===== src/core/tbt_pkg.sv =====
// package for the time base and dual timer block
package tbt_pkg;
  localparam int TB_STAGES  = 22;
  localparam int CNT_W      = 12;
  localparam int NIB_W      = 4;
  localparam int PHASES     = 4;
  localparam logic [3:0] RATE_PORT_RESET = 4'h0;
  localparam logic [3:0] CMD_PORT_RESET  = 4'h0;
  localparam logic [1:0] TBI_DISABLED    = 2'h0;
  localparam logic [1:0] TBI_LOW_BANK    = 2'h1;
  localparam logic [1:0] TBI_RESERVED    = 2'h2;
  localparam logic [1:0] TBI_HIGH_BANK   = 2'h3;
  // divider exponents: time-base taps for tick rates
  localparam int TBI_EXP_L0 = 9;
  localparam int TBI_EXP_L1 = 10;
  localparam int TBI_EXP_L2 = 12;
  localparam int TBI_EXP_L3 = 13;
  localparam int TBI_EXP_H0 = 14;
  localparam int TBI_EXP_H1 = 15;
  localparam int TBI_EXP_H2 = 16;
  localparam int TBI_EXP_H3 = 17;
  // divider exponents for timer count pulses
  localparam int TMR_EXP_0 = 5;
  localparam int TMR_EXP_1 = 7;
  localparam int TMR_EXP_2 = 11;
  localparam int TMR_EXP_3 = 15;
  localparam int CMD_RUN_BIT = 3;
  // nibble selects for timer count registers
  localparam logic [1:0] NIB_LOW  = 2'h0;
  localparam logic [1:0] NIB_MID  = 2'h1;
  localparam logic [1:0] NIB_HIGH = 2'h2;
  localparam logic [CNT_W-1:0] CNT_ZERO = 12'h000;
  localparam logic [CNT_W-1:0] CNT_ONE  = 12'h001;

  typedef enum logic [3:0] {
    TBT_PH1 = 4'b0001,
    TBT_PH2 = 4'b0010,
    TBT_PH3 = 4'b0100,
    TBT_PH4 = 4'b1000
  } tbt_phase_t;

  // cpu write strobe group for one timer
  typedef struct packed {
    logic             cmd_we;
    logic [NIB_W-1:0] cmd_data;
    logic             nib_we;
    logic [1:0]       nib_sel;
    logic [NIB_W-1:0] nib_data;
  } tbt_timer_wr_t;
endpackage


===== src/bench/tb.sv =====
// self-checking bench for the time base and dual timer block
module tb;
  timeunit 1ns;
  timeprecision 1ps;
  logic        sys_clk, rst_n, sleep_req, hold_req, rate_port_we, warmup_tick, instr_clk, osc_output_pin;
  logic        phase_one, phase_two, phase_three, phase_four, periodic_tick_req, latch_periodic_tick_set;
  logic        timer_a_overflow_req, timer_b_overflow_req, latch_timer_a_set, latch_timer_b_set;
  logic [3:0]  rate_port_wdata, timebase_irq_rate_port, timer_a_rd_data, timer_b_rd_data;
  logic [1:0]  timer_a_rd_sel, timer_b_rd_sel, warmup_sel;
  logic [11:0] timer_a_count, timer_b_count, v;
  tbt_pkg::tbt_timer_wr_t timer_a_wr, timer_b_wr;
  int          n_a, n_b, n_t, n_errors, tests_run, seed, c, n, e, p;
  int          te[4] = '{tbt_pkg::TBI_EXP_L0, tbt_pkg::TBI_EXP_L1, tbt_pkg::TBI_EXP_L2, tbt_pkg::TBI_EXP_L3};
  int          me[4] = '{tbt_pkg::TMR_EXP_0, tbt_pkg::TMR_EXP_1, tbt_pkg::TMR_EXP_2, tbt_pkg::TMR_EXP_3};

  tbt_top dut (.*);
  tbt_irq_model irq (.sys_clk(sys_clk), .rst_n(rst_n), .set_a(latch_timer_a_set), .set_b(latch_timer_b_set),
    .set_t(latch_periodic_tick_set), .n_a(n_a), .n_b(n_b), .n_t(n_t));

  initial begin
    sys_clk = 1'b0;
    forever #4 sys_clk = ~sys_clk;
  end

  task automatic summarize();
    $display("checks %0d errors %0d", tests_run, n_errors);
    if (n_errors == 0 && tests_run > 0) $display("Finished cleanly");
    else $display("Finished with errors");
    $finish;
  endtask

  task automatic chk(input string w, input logic [31:0] x, input logic [31:0] g);
    tests_run++;
    if (g !== x) begin
      n_errors++;
      $display("[ERR] %s expected %0h seen %0h", w, x, g);
    end
  endtask

  // bounded wait on one request line; n holds the cycles taken
  task automatic wait_ev(input int s, input int lim);
    n = 0;
    do begin
      @(negedge sys_clk);
      n++;
      if (n > lim) begin
        n_errors++;
        $display("[ERR] event %0d expected by %0d seen none", s, lim);
        summarize();
      end
    end while ((s == 0 ? periodic_tick_req : s == 1 ? timer_a_overflow_req :
                s == 2 ? timer_b_overflow_req : warmup_tick) !== 1'b1);
  endtask

  task automatic wr_rate(input logic [3:0] d);
    @(posedge sys_clk);
    rate_port_we <= 1'b1;
    rate_port_wdata <= d;
    @(posedge sys_clk);
    rate_port_we <= 1'b0;
    @(negedge sys_clk);
  endtask

  // same write to both timers, so they start on the same tap edge
  task automatic tmr_wr(input logic cmd, input logic [1:0] sel, input logic [3:0] d);
    @(posedge sys_clk);
    timer_a_wr <= '{cmd, d, !cmd, sel, d};
    timer_b_wr <= '{cmd, d, !cmd, sel, d};
    @(posedge sys_clk);
    {timer_a_wr, timer_b_wr} <= '0;
  endtask

  initial begin
    seed = 11;
    {rst_n, sleep_req, hold_req, rate_port_we, rate_port_wdata, timer_a_rd_sel, timer_b_rd_sel} = '0;
    {timer_a_wr, timer_b_wr} = '0;
    warmup_sel = 2'h3;
    repeat (5) @(posedge sys_clk);
    rst_n <= 1'b1;
    @(negedge sys_clk);
    chk("reset", {tbt_pkg::RATE_PORT_RESET, 12'h000, 4'h1},
        {timebase_irq_rate_port, timer_a_count, phase_four, phase_three, phase_two, phase_one});
    chk("reset b", {12'h000, 1'b1, 1'b0}, {timer_b_count, instr_clk, osc_output_pin});
    // every rate code: readback, silence when off, low bank period measured
    for (int k = 0; k < 16; k++) begin
      wr_rate(4'(k));
      chk("rate port", k, timebase_irq_rate_port);
      c = n_t;
      if (k[2] == 1'b0) begin
        repeat (600) @(negedge sys_clk);
        chk("silent ticks", c, n_t);
      end else if (k < 8) begin
        e = te[k[1:0]];
        wait_ev(0, (1 << e) + 8);
        wait_ev(0, (1 << e) + 8);
        chk("tick period", 1 << e, n);
        @(negedge sys_clk);
        chk("tick latch", c + 2, n_t);
      end
    end
    // sleep then hold: the time base restarts from zero on wake
    wr_rate(4'h4);
    for (int s = 0; s < 2; s++) begin
      wait_ev(0, 600);
      @(posedge sys_clk);
      sleep_req <= (s == 0);
      hold_req <= (s == 1);
      repeat (20) @(posedge sys_clk);
      if (s == 0) chk("osc pin", 1, osc_output_pin);
      {sleep_req, hold_req} <= 2'b00;
      wait_ev(0, 300);
      chk("wake tick", 1, n > 250 && n < 262);
    end
    // high bank tick and warm-up strobe, both timed from a time base cleared by sleep
    @(posedge sys_clk);
    sleep_req <= 1'b1;
    warmup_sel <= 2'h1;
    wr_rate(4'hC);
    @(posedge sys_clk);
    sleep_req <= 1'b0;
    wait_ev(3, 4200);
    chk("warm-up strobe", (1 << (tbt_pkg::TBI_EXP_L3 - 1)) + 2, n);
    wait_ev(0, 4200);
    chk("high bank tick", (1 << (tbt_pkg::TBI_EXP_H0 - 1)) - (1 << (tbt_pkg::TBI_EXP_L3 - 1)), n);
    // per pulse rate: random pulse count, nibble readback, run to overflow
    for (int r = 0; r < 4; r++) begin
      p = r == 3 ? 1 : 1 + $unsigned($random(seed)) % 3;
      v = 12'(13'h1000 - p);
      for (int s = 0; s < 3; s++) tmr_wr(1'b0, 2'(s), v[4*s+:4]);
      for (int s = 0; s < 4; s++) begin
        @(posedge sys_clk);
        timer_a_rd_sel <= 2'(s);
        timer_b_rd_sel <= 2'(3 - s);
        @(negedge sys_clk);
        chk("a nibble", s < 3 ? v[4*s+:4] : 4'h0, timer_a_rd_data);
        chk("b nibble", s > 0 ? v[12-4*s+:4] : 4'h0, timer_b_rd_data);
      end
      c = n_a + n_b;
      tmr_wr(1'b1, 2'h0, 4'h8 | 4'(r));
      e = me[r];
      wait_ev(1, (p << e) + 8);
      chk("a overflow cycle", 1, n > (p - 1) << e);
      chk("b overflow too", 1, timer_b_overflow_req);
      @(negedge sys_clk);
      chk("latch count", c + 2, n_a + n_b);
      tmr_wr(1'b1, 2'h0, 4'h0);
    end
    summarize();
  end
endmodule


===== src/bench/tbt_irq_model.sv =====
// interrupt controller model: counts each latch setting
module tbt_irq_model (
  input  wire logic sys_clk,
  input  wire logic rst_n,
  input  wire logic set_a,
  input  wire logic set_b,
  input  wire logic set_t,
  output int        n_a,
  output int        n_b,
  output int        n_t
);
  // latches are set by hardware pulses only, never by software
  always_ff @(posedge sys_clk) begin
    if (!rst_n) begin
      n_a <= 0;
      n_b <= 0;
      n_t <= 0;
    end else begin
      n_a <= n_a + int'(set_a);
      n_b <= n_b + int'(set_b);
      n_t <= n_t + int'(set_t);
    end
  end
endmodule


===== src/core/tbt_timer.sv =====
// one 12-bit up-counting timer with command port and nibble preset
module tbt_timer #(
  parameter int CNT_W = tbt_pkg::CNT_W
) (
  input  wire logic                      sys_clk,
  input  wire logic                      rst_n,
  input  wire logic                      sleep_hold,
  input  wire tbt_pkg::tbt_timer_wr_t    wr,
  input  wire logic [3:0]                pulse_taps,
  input  wire logic [1:0]                rd_sel,
  output logic [tbt_pkg::NIB_W-1:0]      rd_data,
  output logic [CNT_W-1:0]               count,
  output logic                           overflow_req
);
  typedef struct packed {
    logic [3:0]       cmd;
    logic [CNT_W-1:0] cnt;
    logic             tap_d;
    logic             ovf;
  } tbt_tmr_state_t;

  tbt_tmr_state_t state_reg;
  tbt_tmr_state_t state_next;
  logic           tap;
  logic           rise;

  // rate field picks one time-base tap
  assign tap  = pulse_taps[state_reg.cmd[1:0]];
  assign rise = tap & ~state_reg.tap_d;

  // count, preset and overflow next-state
  always_comb begin
    state_next       = state_reg;
    state_next.ovf   = 1'b0;
    if (wr.cmd_we) begin
      state_next.cmd = wr.cmd_data;
    end
    // follow the tap of the rate in force next cycle, so a rate change is no edge
    state_next.tap_d = pulse_taps[state_next.cmd[1:0]];
    // preset takes priority over a pulse in the same cycle
    if (wr.nib_we) begin
      case (wr.nib_sel)
        tbt_pkg::NIB_LOW:  state_next.cnt[3:0]  = wr.nib_data;
        tbt_pkg::NIB_MID:  state_next.cnt[7:4]  = wr.nib_data;
        tbt_pkg::NIB_HIGH: state_next.cnt[11:8] = wr.nib_data;
        default:           state_next.cnt       = state_reg.cnt;
      endcase
    end else if (state_reg.cmd[tbt_pkg::CMD_RUN_BIT] && rise && !sleep_hold) begin
      state_next.cnt = state_reg.cnt + tbt_pkg::CNT_ONE;
      state_next.ovf = (state_reg.cnt == {CNT_W{1'b1}});
    end
  end

  always_ff @(posedge sys_clk) begin
    if (!rst_n) begin
      state_reg.cmd   <= tbt_pkg::CMD_PORT_RESET;
      state_reg.cnt   <= tbt_pkg::CNT_ZERO;
      state_reg.tap_d <= 1'b0;
      state_reg.ovf   <= 1'b0;
    end else begin
      state_reg <= state_next;
    end
  end

  // readback of live count nibbles
  always_comb begin
    case (rd_sel)
      tbt_pkg::NIB_LOW:  rd_data = state_reg.cnt[3:0];
      tbt_pkg::NIB_MID:  rd_data = state_reg.cnt[7:4];
      tbt_pkg::NIB_HIGH: rd_data = state_reg.cnt[11:8];
      default:           rd_data = 4'h0;
    endcase
  end

  assign count        = state_reg.cnt;
  assign overflow_req = state_reg.ovf;
endmodule


===== src/core/tbt_top.sv =====
// clock phase generator, 22-stage time base and two timers
// Contract
// - instruction cycle spans exactly four core clock periods
// - four one-hot phase signals, one per core period, plus system clock
// - sleep freezes the phase ring and timer counting until released
// - oscillator output pin held high during sleep
// - 22-stage binary time base clocked by the core clock
// - taps feed tick interrupt, timer pulses and wake warm-up
// - periodic tick request at rate chosen by the rate-select port
// - rate port resets to 0000; upper 00 off, 10 reserved
// - upper 01 selects divide by 2^9, 2^10, 2^12, 2^13
// - upper 11 selects divide by 2^14, 2^15, 2^16, 2^17
// - two independent timers count internal pulses only
// - high, mid, low nibble registers preset and read each count
// - each timer has its own command port selecting pulse rate
// - running timer increments on each rising edge of its pulse
// - rate field 00/01/10/11 selects divide by 2^5, 2^7, 2^11, 2^15
// - command bit 3 runs the timer, bits 1:0 choose rate
// - counting past maximum sends that timer's overflow request
// - entering sleep or hold clears the time base to zero
// - timer A and B overflows set separate interrupt latches
// - periodic tick request sets its own interrupt latch
module tbt_top #(
  parameter int TB_STAGES = tbt_pkg::TB_STAGES,
  parameter int CNT_W     = tbt_pkg::CNT_W
) (
  input  wire logic                    sys_clk,
  input  wire logic                    rst_n,
  input  wire logic                    sleep_req,
  input  wire logic                    hold_req,
  input  wire logic                    rate_port_we,
  input  wire logic [3:0]              rate_port_wdata,
  output logic [3:0]                   timebase_irq_rate_port,
  input  wire tbt_pkg::tbt_timer_wr_t  timer_a_wr,
  input  wire tbt_pkg::tbt_timer_wr_t  timer_b_wr,
  input  wire logic [1:0]              timer_a_rd_sel,
  input  wire logic [1:0]              timer_b_rd_sel,
  output logic [3:0]                   timer_a_rd_data,
  output logic [3:0]                   timer_b_rd_data,
  output logic [CNT_W-1:0]             timer_a_count,
  output logic [CNT_W-1:0]             timer_b_count,
  input  wire logic [1:0]              warmup_sel,
  output logic                         warmup_tick,
  output logic                         phase_one,
  output logic                         phase_two,
  output logic                         phase_three,
  output logic                         phase_four,
  output logic                         instr_clk,
  output logic                         osc_output_pin,
  output logic                         timer_a_overflow_req,
  output logic                         timer_b_overflow_req,
  output logic                         periodic_tick_req,
  output logic                         latch_timer_a_set,
  output logic                         latch_timer_b_set,
  output logic                         latch_periodic_tick_set
);
  typedef struct packed {
    tbt_pkg::tbt_phase_t   phase;
    logic [TB_STAGES-1:0]  tb;
    logic [3:0]            rate;
    logic                  tick_tap_d;
    logic                  tick;
    logic                  warm_tap_d;
    logic                  warm;
    logic                  osc_out;
  } tbt_state_t;

  tbt_state_t state_reg;
  tbt_state_t state_next;
  logic       sleep_hold;
  logic       tick_tap;
  logic       tick_on;
  logic       warm_tap;
  logic [3:0] timer_taps;

  // tap of divide by 2^n is time-base bit n-1
  function automatic logic tb_tap(input logic [TB_STAGES-1:0] tb, input int exp_n);
    tb_tap = tb[exp_n-1];
  endfunction

  assign sleep_hold = sleep_req | hold_req;

  // rate-select decode; reserved and disabled codes give no tick
  always_comb begin
    tick_on  = 1'b1;
    tick_tap = 1'b0;
    case (state_reg.rate[3:2])
      tbt_pkg::TBI_LOW_BANK: begin
        case (state_reg.rate[1:0])
          2'h0:    tick_tap = tb_tap(state_reg.tb, tbt_pkg::TBI_EXP_L0);
          2'h1:    tick_tap = tb_tap(state_reg.tb, tbt_pkg::TBI_EXP_L1);
          2'h2:    tick_tap = tb_tap(state_reg.tb, tbt_pkg::TBI_EXP_L2);
          default: tick_tap = tb_tap(state_reg.tb, tbt_pkg::TBI_EXP_L3);
        endcase
      end
      tbt_pkg::TBI_HIGH_BANK: begin
        case (state_reg.rate[1:0])
          2'h0:    tick_tap = tb_tap(state_reg.tb, tbt_pkg::TBI_EXP_H0);
          2'h1:    tick_tap = tb_tap(state_reg.tb, tbt_pkg::TBI_EXP_H1);
          2'h2:    tick_tap = tb_tap(state_reg.tb, tbt_pkg::TBI_EXP_H2);
          default: tick_tap = tb_tap(state_reg.tb, tbt_pkg::TBI_EXP_H3);
        endcase
      end
      default: tick_on = 1'b0;
    endcase
  end

  // warm-up interval taps, same encoding as the sleep control field
  always_comb begin
    case (warmup_sel)
      2'h0:    warm_tap = tb_tap(state_reg.tb, tbt_pkg::TBI_EXP_H3);
      2'h1:    warm_tap = tb_tap(state_reg.tb, tbt_pkg::TBI_EXP_L3);
      2'h2:    warm_tap = tb_tap(state_reg.tb, tbt_pkg::TBI_EXP_H1);
      default: warm_tap = 1'b0;
    endcase
  end

  // timer pulse taps indexed by rate field
  assign timer_taps = {tb_tap(state_reg.tb, tbt_pkg::TMR_EXP_3),
                       tb_tap(state_reg.tb, tbt_pkg::TMR_EXP_2),
                       tb_tap(state_reg.tb, tbt_pkg::TMR_EXP_1),
                       tb_tap(state_reg.tb, tbt_pkg::TMR_EXP_0)};

  // phase ring, time base and tick detection
  always_comb begin
    state_next      = state_reg;
    state_next.tick = 1'b0;
    state_next.warm = 1'b0;
    if (rate_port_we) begin
      state_next.rate = rate_port_wdata;
    end
    if (sleep_hold) begin
      // hold keeps clocks in real silicon; here both freeze the phase ring
      state_next.tb         = '0;
      state_next.tick_tap_d = 1'b0;
      state_next.warm_tap_d = 1'b0;
      state_next.osc_out    = sleep_req ? 1'b1 : ~state_reg.osc_out;
    end else begin
      state_next.osc_out = ~state_reg.osc_out;
      case (state_reg.phase)
        tbt_pkg::TBT_PH1: state_next.phase = tbt_pkg::TBT_PH2;
        tbt_pkg::TBT_PH2: state_next.phase = tbt_pkg::TBT_PH3;
        tbt_pkg::TBT_PH3: state_next.phase = tbt_pkg::TBT_PH4;
        default:          state_next.phase = tbt_pkg::TBT_PH1;
      endcase
      state_next.tb         = state_reg.tb + {{(TB_STAGES-1){1'b0}}, 1'b1};
      // a new rate would meet the old tap's history; mask one cycle instead
      state_next.tick_tap_d = rate_port_we ? 1'b1 : tick_tap;
      state_next.warm_tap_d = warm_tap;
      state_next.tick       = tick_on & tick_tap & ~state_reg.tick_tap_d;
      state_next.warm       = warm_tap & ~state_reg.warm_tap_d;
    end
  end

  always_ff @(posedge sys_clk) begin
    if (!rst_n) begin
      state_reg.phase      <= tbt_pkg::TBT_PH1;
      state_reg.tb         <= '0;
      state_reg.rate       <= tbt_pkg::RATE_PORT_RESET;
      state_reg.tick_tap_d <= 1'b0;
      state_reg.tick       <= 1'b0;
      state_reg.warm_tap_d <= 1'b0;
      state_reg.warm       <= 1'b0;
      state_reg.osc_out    <= 1'b0;
    end else begin
      state_reg <= state_next;
    end
  end

  // timers share the time base and the sleep_hold gate but nothing else
  tbt_timer #(.CNT_W(CNT_W)) u_timer_a (
    .sys_clk      (sys_clk),
    .rst_n        (rst_n),
    .sleep_hold   (sleep_hold),
    .wr           (timer_a_wr),
    .pulse_taps   (timer_taps),
    .rd_sel       (timer_a_rd_sel),
    .rd_data      (timer_a_rd_data),
    .count        (timer_a_count),
    .overflow_req (timer_a_overflow_req)
  );

  tbt_timer #(.CNT_W(CNT_W)) u_timer_b (
    .sys_clk      (sys_clk),
    .rst_n        (rst_n),
    .sleep_hold   (sleep_hold),
    .wr           (timer_b_wr),
    .pulse_taps   (timer_taps),
    .rd_sel       (timer_b_rd_sel),
    .rd_data      (timer_b_rd_data),
    .count        (timer_b_count),
    .overflow_req (timer_b_overflow_req)
  );

  // outputs; latch set strobes mirror the request pulses
  assign phase_one               = state_reg.phase[0];
  assign phase_two               = state_reg.phase[1];
  assign phase_three             = state_reg.phase[2];
  assign phase_four              = state_reg.phase[3];
  assign instr_clk               = state_reg.phase[0] | state_reg.phase[1];
  assign osc_output_pin          = state_reg.osc_out;
  assign timebase_irq_rate_port  = state_reg.rate;
  assign periodic_tick_req       = state_reg.tick;
  assign warmup_tick             = state_reg.warm;
  assign latch_timer_a_set       = timer_a_overflow_req;
  assign latch_timer_b_set       = timer_b_overflow_req;
  assign latch_periodic_tick_set = state_reg.tick;
endmodule

===== config.mk =====
export PLATFORM = sky130hd
export DESIGN_NAME = tbt_top
export DESIGN_NICKNAME = d
export VERILOG_FILES = /design/src/core/tbt_pkg.sv /design/src/bench/tb.sv /design/src/bench/tbt_irq_model.sv /design/src/core/tbt_timer.sv /design/src/core/tbt_top.sv
export SDC_FILE = /design/constraint.sdc
export NUM_CORES = 1
export LEC_CHECK = 0
export BUFFER_PORTS_ARGS = -buffer_cell sky130_fd_sc_hd__buf_2
export CAP_MARGIN = 25
export CELL_PAD_IN_SITES_DETAIL_PLACEMENT = 2
export CELL_PAD_IN_SITES_GLOBAL_PLACEMENT = 2
export CORE_UTILIZATION = 29
export CTS_CLUSTER_SIZE = 16
export DETAILED_ROUTE_END_ITERATION = 12
export HOLD_SLACK_MARGIN = 0.02
export PLACE_DENSITY_LB_ADDON = 0.12
export SYNTH_ARGS = -nofsm -noshare
export SYNTH_HDL_FRONTEND = slang
export SYNTH_SLANG_ARGS = --single-unit

===== constraint.sdc =====
create_clock -name sys_clk -period 1.9 [get_ports sys_clk]
set_clock_uncertainty 0.15 [all_clocks]
set_input_delay 0.19 -clock sys_clk [delete_from_list [all_inputs] [get_ports sys_clk]]
set_output_delay 0.19 -clock sys_clk [all_outputs]
set_load 0.02 [all_outputs]

==> impl_metrics.py, run 1 <==
metrics = {
    "synthesis": {
        "synth_nets": 476,
        "synthMuxAreaShare_pct": 9.970,
        "synth_xor_area_share_pct": 2.792,
        "yosysTopAreaCellShare_pct": 34.03,
        "ys_ff_latch": 64,
        "syn_area_per_cell_um2": 8.675,
        "netlist_area_um2": 3765,
        "async_reset_ff_share_pct": 0,
        "ys_seq_area_share_pct": 34.03,
        "synth_top_area_cell": "dfxtp_1",
        "synth-edff-count": 0,
        "synth_adder_area_share_pct": 0.9970,
        "synthDistinctLibCells": 66,
        "synth_compound_area_share_pct": 19.38,
        "synth-simple-area-share_pct": 22.47,
        "yosys_warnings": 0,
        "synthesis.instances": 434,
        "ys.flop_type": "dfxtp_1",
        "synthTopCellsByArea": "dfxtp_1 34%, buf_4 6.2%, mux2i_1 5.6%, nor2_1 4.3%, o21ai_0 4.3%",
        "synth_top_family_by_area": "simple AND/OR/NAND/NOR gates",
    },
    "flow_run": {
        "max_cap_violations": 0,
    },
    "place": {
        "place.gp.congestion": 0.7547,
        "dpl_cell_area_um2": 4384,
        "pre_cts_slack_ns": -0.01696,
        "dp.cells": 681,
        "dpl.hpwl_um": 9313,
        "portBuffers": 85,
    },
    "routing": {
        "avgViaCountPerCell": 5.170,
        "num_vias": 3676,
        "detail-route-antenna-nets": 0,
        "drt_wl_total_um": 12640,
        "dr.first_iter.drc_count": 98,
        "drc": 0,
        "wl_per_cell_um": 17.78,
        "dr.pass1.iters": 4,
    },
    "global_route": {
        "grt_use_total_pct": 19.52,
        "grt_max_degree": 31,
        "grt_pass1_wl_um": 20080,
        "grt-ovfl-total": 0,
        "grt_pass1_vias": 3963,
        "grt_antenna_before_repair": 0,
    },
    "floorplan": {
        "floorplan.rows": 41,
        "num_io_pins": 88,
        "core_um2": 12620,
        "die_area_um2": 13440,
        "start_util_pct": 29.83,
        "dieWidth_um": 115.9,
        "fp.dieH_um": 115.9,
    },
    "timing": {
        "tightest_slew_ns": 0.3846,
        "hold_viol": 0,
        "holdWs_ns": 0.03206,
        "slew_violations": 0,
        "max_clock_freq_mhz": 530.2,
        "relSlewSlack_pct": 74.36,
        "fin_tns_setup_ns": 0,
        "grt_setup_unrepaired": "true",
        "final-setup-viol-count": 0,
        "min_period_over_period_pct": 99.28,
        "fin_ws_ns": 0.01375,
        "finalCriticalPeriod_ns": 1.886,
    },
    "critical_path": {
        "crit_type": "reg -> reg",
        "critPathMaxFanout": 8,
        "startpoint_type": "register",
        "cp_top_family": "compound AO/OA/AOI/OAI gates",
        "end_kind": "register",
        "reg2regPathDepth": 4,
        "path_cells": "mux4_2 > a32o_2 > a21boi_1 > o211a_1",
        "crit_buf_inv": 0,
        "cp_slowest_stage_delay_ns": 0.58,
        "cp.depth": 4,
        "arrival_ns": 1.96,
        "required_ns": 1.98,
        "slowest_stage": "mux4_2",
    },
    "pwr": {
        "power_frac_seq_pct": 39.6,
        "peakVddDrop_uv": 327.7,
        "p_switching_uw": 871.2,
        "power_density_nw_per_um2": 736.1,
        "finalPower_mw": 3.572,
        "power_frac_comb_pct": 10.9,
        "swShare_pct": 24.39,
        "internal-power_mw": 2.700,
        "p_clk_share_pct": 49.5,
        "leakage_nw": 2.051,
    },
    "cts": {
        "tritoncts.num_buffers": 9,
        "insertion_delay_ns": 0.33,
        "h-tree-depth": 3,
        "clk_pin_slew_ns": 0.05,
        "cts_tree": "yes",
        "cts_buffer_depth": 2,
        "numClockSinks": 64,
        "cts-root-buf": "clkbuf_16",
    },
    "cells_and_area": {
        "nets": 576,
        "antennaDiodeCount": 0,
        "final_cell_mix": "85 x buf_2, 61 x dfxtp_1, 44 x buf_4, 43 x nor2_1, 35 x nand2_1",
        "finish.instance_area_um2": 4852,
        "largest_reg_flops": 19,
        "instances_no_fill": 711,
        "fin_util_pct": 38.45,
        "final_layout_size_suffix_gt1_share_pct": 32.47,
        "fill_cells": 1480,
        "area_delta_synth_final_pct": 28.88,
        "final_common_cell": "buf_2",
    },
    "hold_path": {
        "whs_path_depth": 3,
        "hold_path.class": "in -> reg",
    },
    "outcome": {
        "status": "finished, final reports clean",
    },
}
synthesized netlist by cell type (all sizes together) (7+ instances only):
library cell and number:
dfxtp 64, buf 37, nand2 35, mux2i 21, a21oi 24, nand4 10, xor2 10, o21ai 32
inv 11, nor4 7, clkbuf 14, and3 10, nor2 43, nand3 13
kinds of logic after synthesis:
logic type,Yosys count
buf+inv,63
xor+xnor,12
mux,29
compound gates,104
fa+ha+maj,3
simple gates,159
flops,64
final timing paths:
kind / from / endpoint / slack [ns]
setup / recovery: u_timer_b.state_reg[14]$_SDFF_PN0_ / u_timer_b.count[8]$_SDFFE_PN0P_ / 0.01
hold / removal: warmup_sel[1] / state_reg[2]$_SDFF_PP0_ / 0.03
setup reg to reg: u_timer_b.state_reg[14]$_SDFF_PN0_ / u_timer_b.count[8]$_SDFFE_PN0P_ / 0.01
hold reg to reg: state_reg[2]$_SDFF_PP0_ / warmup_tick$_SDFF_PP0_ / 0.25
worst reg2reg max path, cell delays in order (launching register included):
cell and delay (ns):
dfxtp_2 0.34, mux4_2 0.58, a32o_2 0.36, a21boi_1 0.15, o211a_1 0.20
per-layer routing:
layer	GRT usage (%)	share of wire, %
met1	22.54	44
met4	7.949	2.0
met3	2.981	2.5
met2	35.79	51
met5	0	0
cell type report:
| class | count | area [µm²] | area share, % |
|---|---|---|---|
| Clock inverter | 2 | 35.03 | 0.7220 |
| Clock buffer | 14 | 284.0 | 5.854 |
| Inverter | 11 | 41.29 | 0.8510 |
| Timing Repair Buffer | 141 | 885.9 | 18.26 |
| Multi-Input combinational cell | 307 | 2106 | 43.40 |
| Sequential cell | 64 | 1285 | 26.48 |
| Tap cell | 172 | 215.2 | 4.435 |
power groups by stage:
stage	registers (mW)	logic [mW]	clock network, mW
finish	1.41	0.389	1.77
global route	1.42	0.425	1.86
CTS	1.41	0.390	1.82
detailed placement	1.44	0.370	0
global placement	1.44	0.358	0
floorplan	1.44	0.228	0
what timing repair did:
item | 4_1_cts | 5_1_grt
resized for setup | 2 | 5
endpoints found under the setup margin | 2 | 11
endpoints found under the hold margin | 11 | 0
pin swaps | 2 | 8
setup buffers | 0 | 3
hold buffers | 11 | 0
No activity file was read; power rests on OpenSTA's default activity.
==> inputs of run 2 (changes only) <==
--- a/config.mk
+++ b/config.mk
@@ -12,6 +12,7 @@
 export CORE_UTILIZATION = 29
 export CTS_CLUSTER_SIZE = 16
 export DETAILED_ROUTE_END_ITERATION = 12
+export GPL_TIMING_DRIVEN = 0
 export HOLD_SLACK_MARGIN = 0.02
 export PLACE_DENSITY_LB_ADDON = 0.12
 export SYNTH_ARGS = -nofsm -noshare
==> run 2 against run 1 <==
The flow now finishes with violations (negative setup slack). Cell count up 1.3%. Utilization up 0.59 points. Worst setup slack worse by 0.033 ns. Clock-buffer cell count down 3. Register-to-register slack worse by 0.03 ns. Die area unchanged. Fmax down 1.7%. Final area up 1.5%. Power down 8.2%. Critical path depth unchanged.
==> impl_metrics.py, run 2 (synthesis results as in run 1) <==
metrics = {
    "outcome": {
        "status": "finished, violations left",
        "violations": "negative setup slack",
    },
    "place": {
        "pre_cts_slack_ns": -0.1249,
        "dpl_cell_area_um2": 4375,
        "place.gp.congestion": 0.7925,
        "portBuffers": 79,
        "dpl.hpwl_um": 8960,
    },
    "cts": {
        "cts-root-buf": "clkbuf_16",
        "tritoncts.num_buffers": 9,
        "cts_tree": "yes",
        "cts_buffer_depth": 2,
        "insertion_delay_ns": 0.34,
        "h-tree-depth": 3,
        "clk_pin_slew_ns": 0.05,
        "numClockSinks": 64,
    },
    "cells_and_area": {
        "final_common_cell": "buf_2",
        "finish.instance_area_um2": 4927,
        "final_cell_mix": "80 x buf_2, 50 x dfxtp_1, 44 x buf_4, 42 x nor2_1, 35 x nand2_1",
        "antennaDiodeCount": 0,
        "fin_util_pct": 39.04,
        "final_layout_size_suffix_gt1_share_pct": 35.04,
        "nets": 586,
        "area_delta_synth_final_pct": 30.87,
        "largest_reg_flops": 19,
    },
    "critical_path": {
        "crit_type": "reg -> reg",
        "startpoint": "u_timer_b.state_reg[14]$_SDFF_PN0_",
        "arrival_ns": 2.00,
        "reg2regPathDepth": 4,
        "r2r-start": "u_timer_b.state_reg[14]$_SDFF_PN0_",
        "startpoint_type": "register",
        "required_ns": 1.98,
        "cp_slowest_stage_delay_ns": 0.58,
        "path_cells": "mux4_2 > a32o_2 > a21boi_2 > o211a_1",
        "critPathMaxFanout": 8,
        "end_kind": "register",
        "r2r_end": "u_timer_b.count[8]$_SDFFE_PN0P_",
        "rrSetupSlack_ns": -0.02,
        "slowest_stage": "mux4_2",
    },
    "routing": {
        "wl_per_cell_um": 17.15,
        "dr.first_iter.drc_count": 83,
        "detail-route-antenna-nets": 0,
        "drc": 0,
        "drt_wl_total_um": 12350,
        "dr.pass1.iters": 4,
        "num_vias": 3699,
        "avgViaCountPerCell": 5.138,
    },
    "pwr": {
        "finalPower_mw": 3.280,
        "power_density_nw_per_um2": 665.6,
        "peakVddDrop_uv": 367.1,
        "leakage_nw": 2.062,
        "swShare_pct": 26.42,
        "internal-power_mw": 2.413,
        "p_switching_uw": 866.4,
        "power_frac_seq_pct": 43.3,
        "power_frac_comb_pct": 11.9,
        "p_clk_share_pct": 44.7,
    },
    "hold_path": {
        "whs_endpoint": "u_timer_b.state_reg[14]$_SDFF_PN0_",
        "hold_start": "timer_b_wr[7]",
        "whs_path_depth": 3,
        "hold_path.class": "in -> reg",
    },
    "timing": {
        "grt_setup_unrepaired": "true",
        "min_period_over_period_pct": 101.0,
        "slew_violations": 0,
        "max_clock_freq_mhz": 521.1,
        "fin_ws_ns": -0.01905,
        "finalCriticalPeriod_ns": 1.919,
        "tightest_slew_ns": 0.6847,
        "final-setup-viol-count": 1,
        "relSlewSlack_pct": 54.35,
        "hold_viol": 0,
    },
    "floorplan": {
        "floorplan.rows": 41,
        "dieWidth_um": 115.9,
        "num_io_pins": 88,
        "fp.dieH_um": 115.9,
        "start_util_pct": 29.83,
        "core_um2": 12620,
        "die_area_um2": 13440,
    },
    "flow_run": {
        "max_cap_violations": 0,
    },
    "global_route": {
        "grt-ovfl-total": 0,
        "grt_pass1_wl_um": 19800,
        "grt_pass1_vias": 3883,
        "grt_use_total_pct": 19.38,
        "grt_antenna_before_repair": 0,
        "grt_max_degree": 11,
    },
}
==> run 2: cell count changes in the layout (fill, tap and decap cells not counted), sizes merged <==
| cell | change |
|---|---|
| bufinv | -1 |
| clkinvlp | +1 |
| dlygate4sd3 | -1 |
| dlygate4sd1 | +1 |
| clkinv | +2 |
| clkbuf | +10 |
| buf | -3 |
==> run 2: stage by stage <==
step	hold slack, ns	std cells	setup TNS [ns]
2_1_floorplan	0.1695	434	0
5_1_grt	0.04467	720	-0.2056
3_3_place_gp	0.2355	685	-0.5004
3_5_place_dp	0.2387	685	-1.018
4_1_cts	0.02055	712	-0.02289
6_report	0.02378	720	-0.01905
==> run 2: how the worst max path moves through the flow <==
| stage | endpoint | slack (ns) | cells past startpoint |
|---|---|---|---|
| 2_1_floorplan | u_timer_b.count[8]$_SDFFE_PN0P_ | 0.06 | 5 |
| 3_3_place_gp | u_timer_b.count[10]$_SDFFE_PN0P_ | -0.10 | 5 |
| 3_5_place_dp | u_timer_a.count[10]$_SDFFE_PN0P_ | -0.12 | 5 |
| 4_1_cts | u_timer_b.count[8]$_SDFFE_PN0P_ | -0.01 | 5 |
| 5_1_grt | u_timer_b.count[8]$_SDFFE_PN0P_ | -0.07 | 4 |
| 6_report | u_timer_b.count[8]$_SDFFE_PN0P_ | -0.02 | 4 |
==> run 2: timing repair <==
action,4_1_cts,5_1_grt
pin swaps,3,7
setup buffers,2,10
hold buffers,10,0
resized for setup,18,22
setup endpoints to repair,13,17
hold endpoints to repair,12,0
==> run 2: per-layer routing <==
layer	up-vias	global-route usage (%)	wire length [µm]
met5	-	0	0
met4	0	8.034	233
met3	18	3.295	388
met2	63	34.29	6254
met1	1837	23.14	5473
li1	1781	-	-
==> run 2: power by group through the flow <==
stage / clock [mW] / sequential [mW] / combinational, mW
6_report: 1.47 / 1.42 / 0.392
5_1_grt: 1.57 / 1.43 / 0.429
4_1_cts: 1.52 / 1.42 / 0.386
3_5_place_dp: 0 / 1.45 / 0.366
3_3_place_gp: 0 / 1.45 / 0.356
2_1_floorplan: 0 / 1.44 / 0.228
==> run 2: final cells by class <==
cell class	instances	area, µm²
inverters	11	41.29
flip-flops and latches	64	1306
fillers	1466	7692
well taps	172	215.2
multi-input cells	307	2187
clock buffers	11	232.7
repair buffers	101	585.6
plain buffers	50	336.6
clock inverters	4	22.52
==> run 2: worst max-delay path: cells and delay by family (launching register included) <==
| kind | cells | cell delay [ns] |
|---|---|---|
| multiplexers | 1 | 0.58 |
| AO/OA/AOI/OAI | 3 | 0.74 |
| flip-flops | 1 | 0.34 |
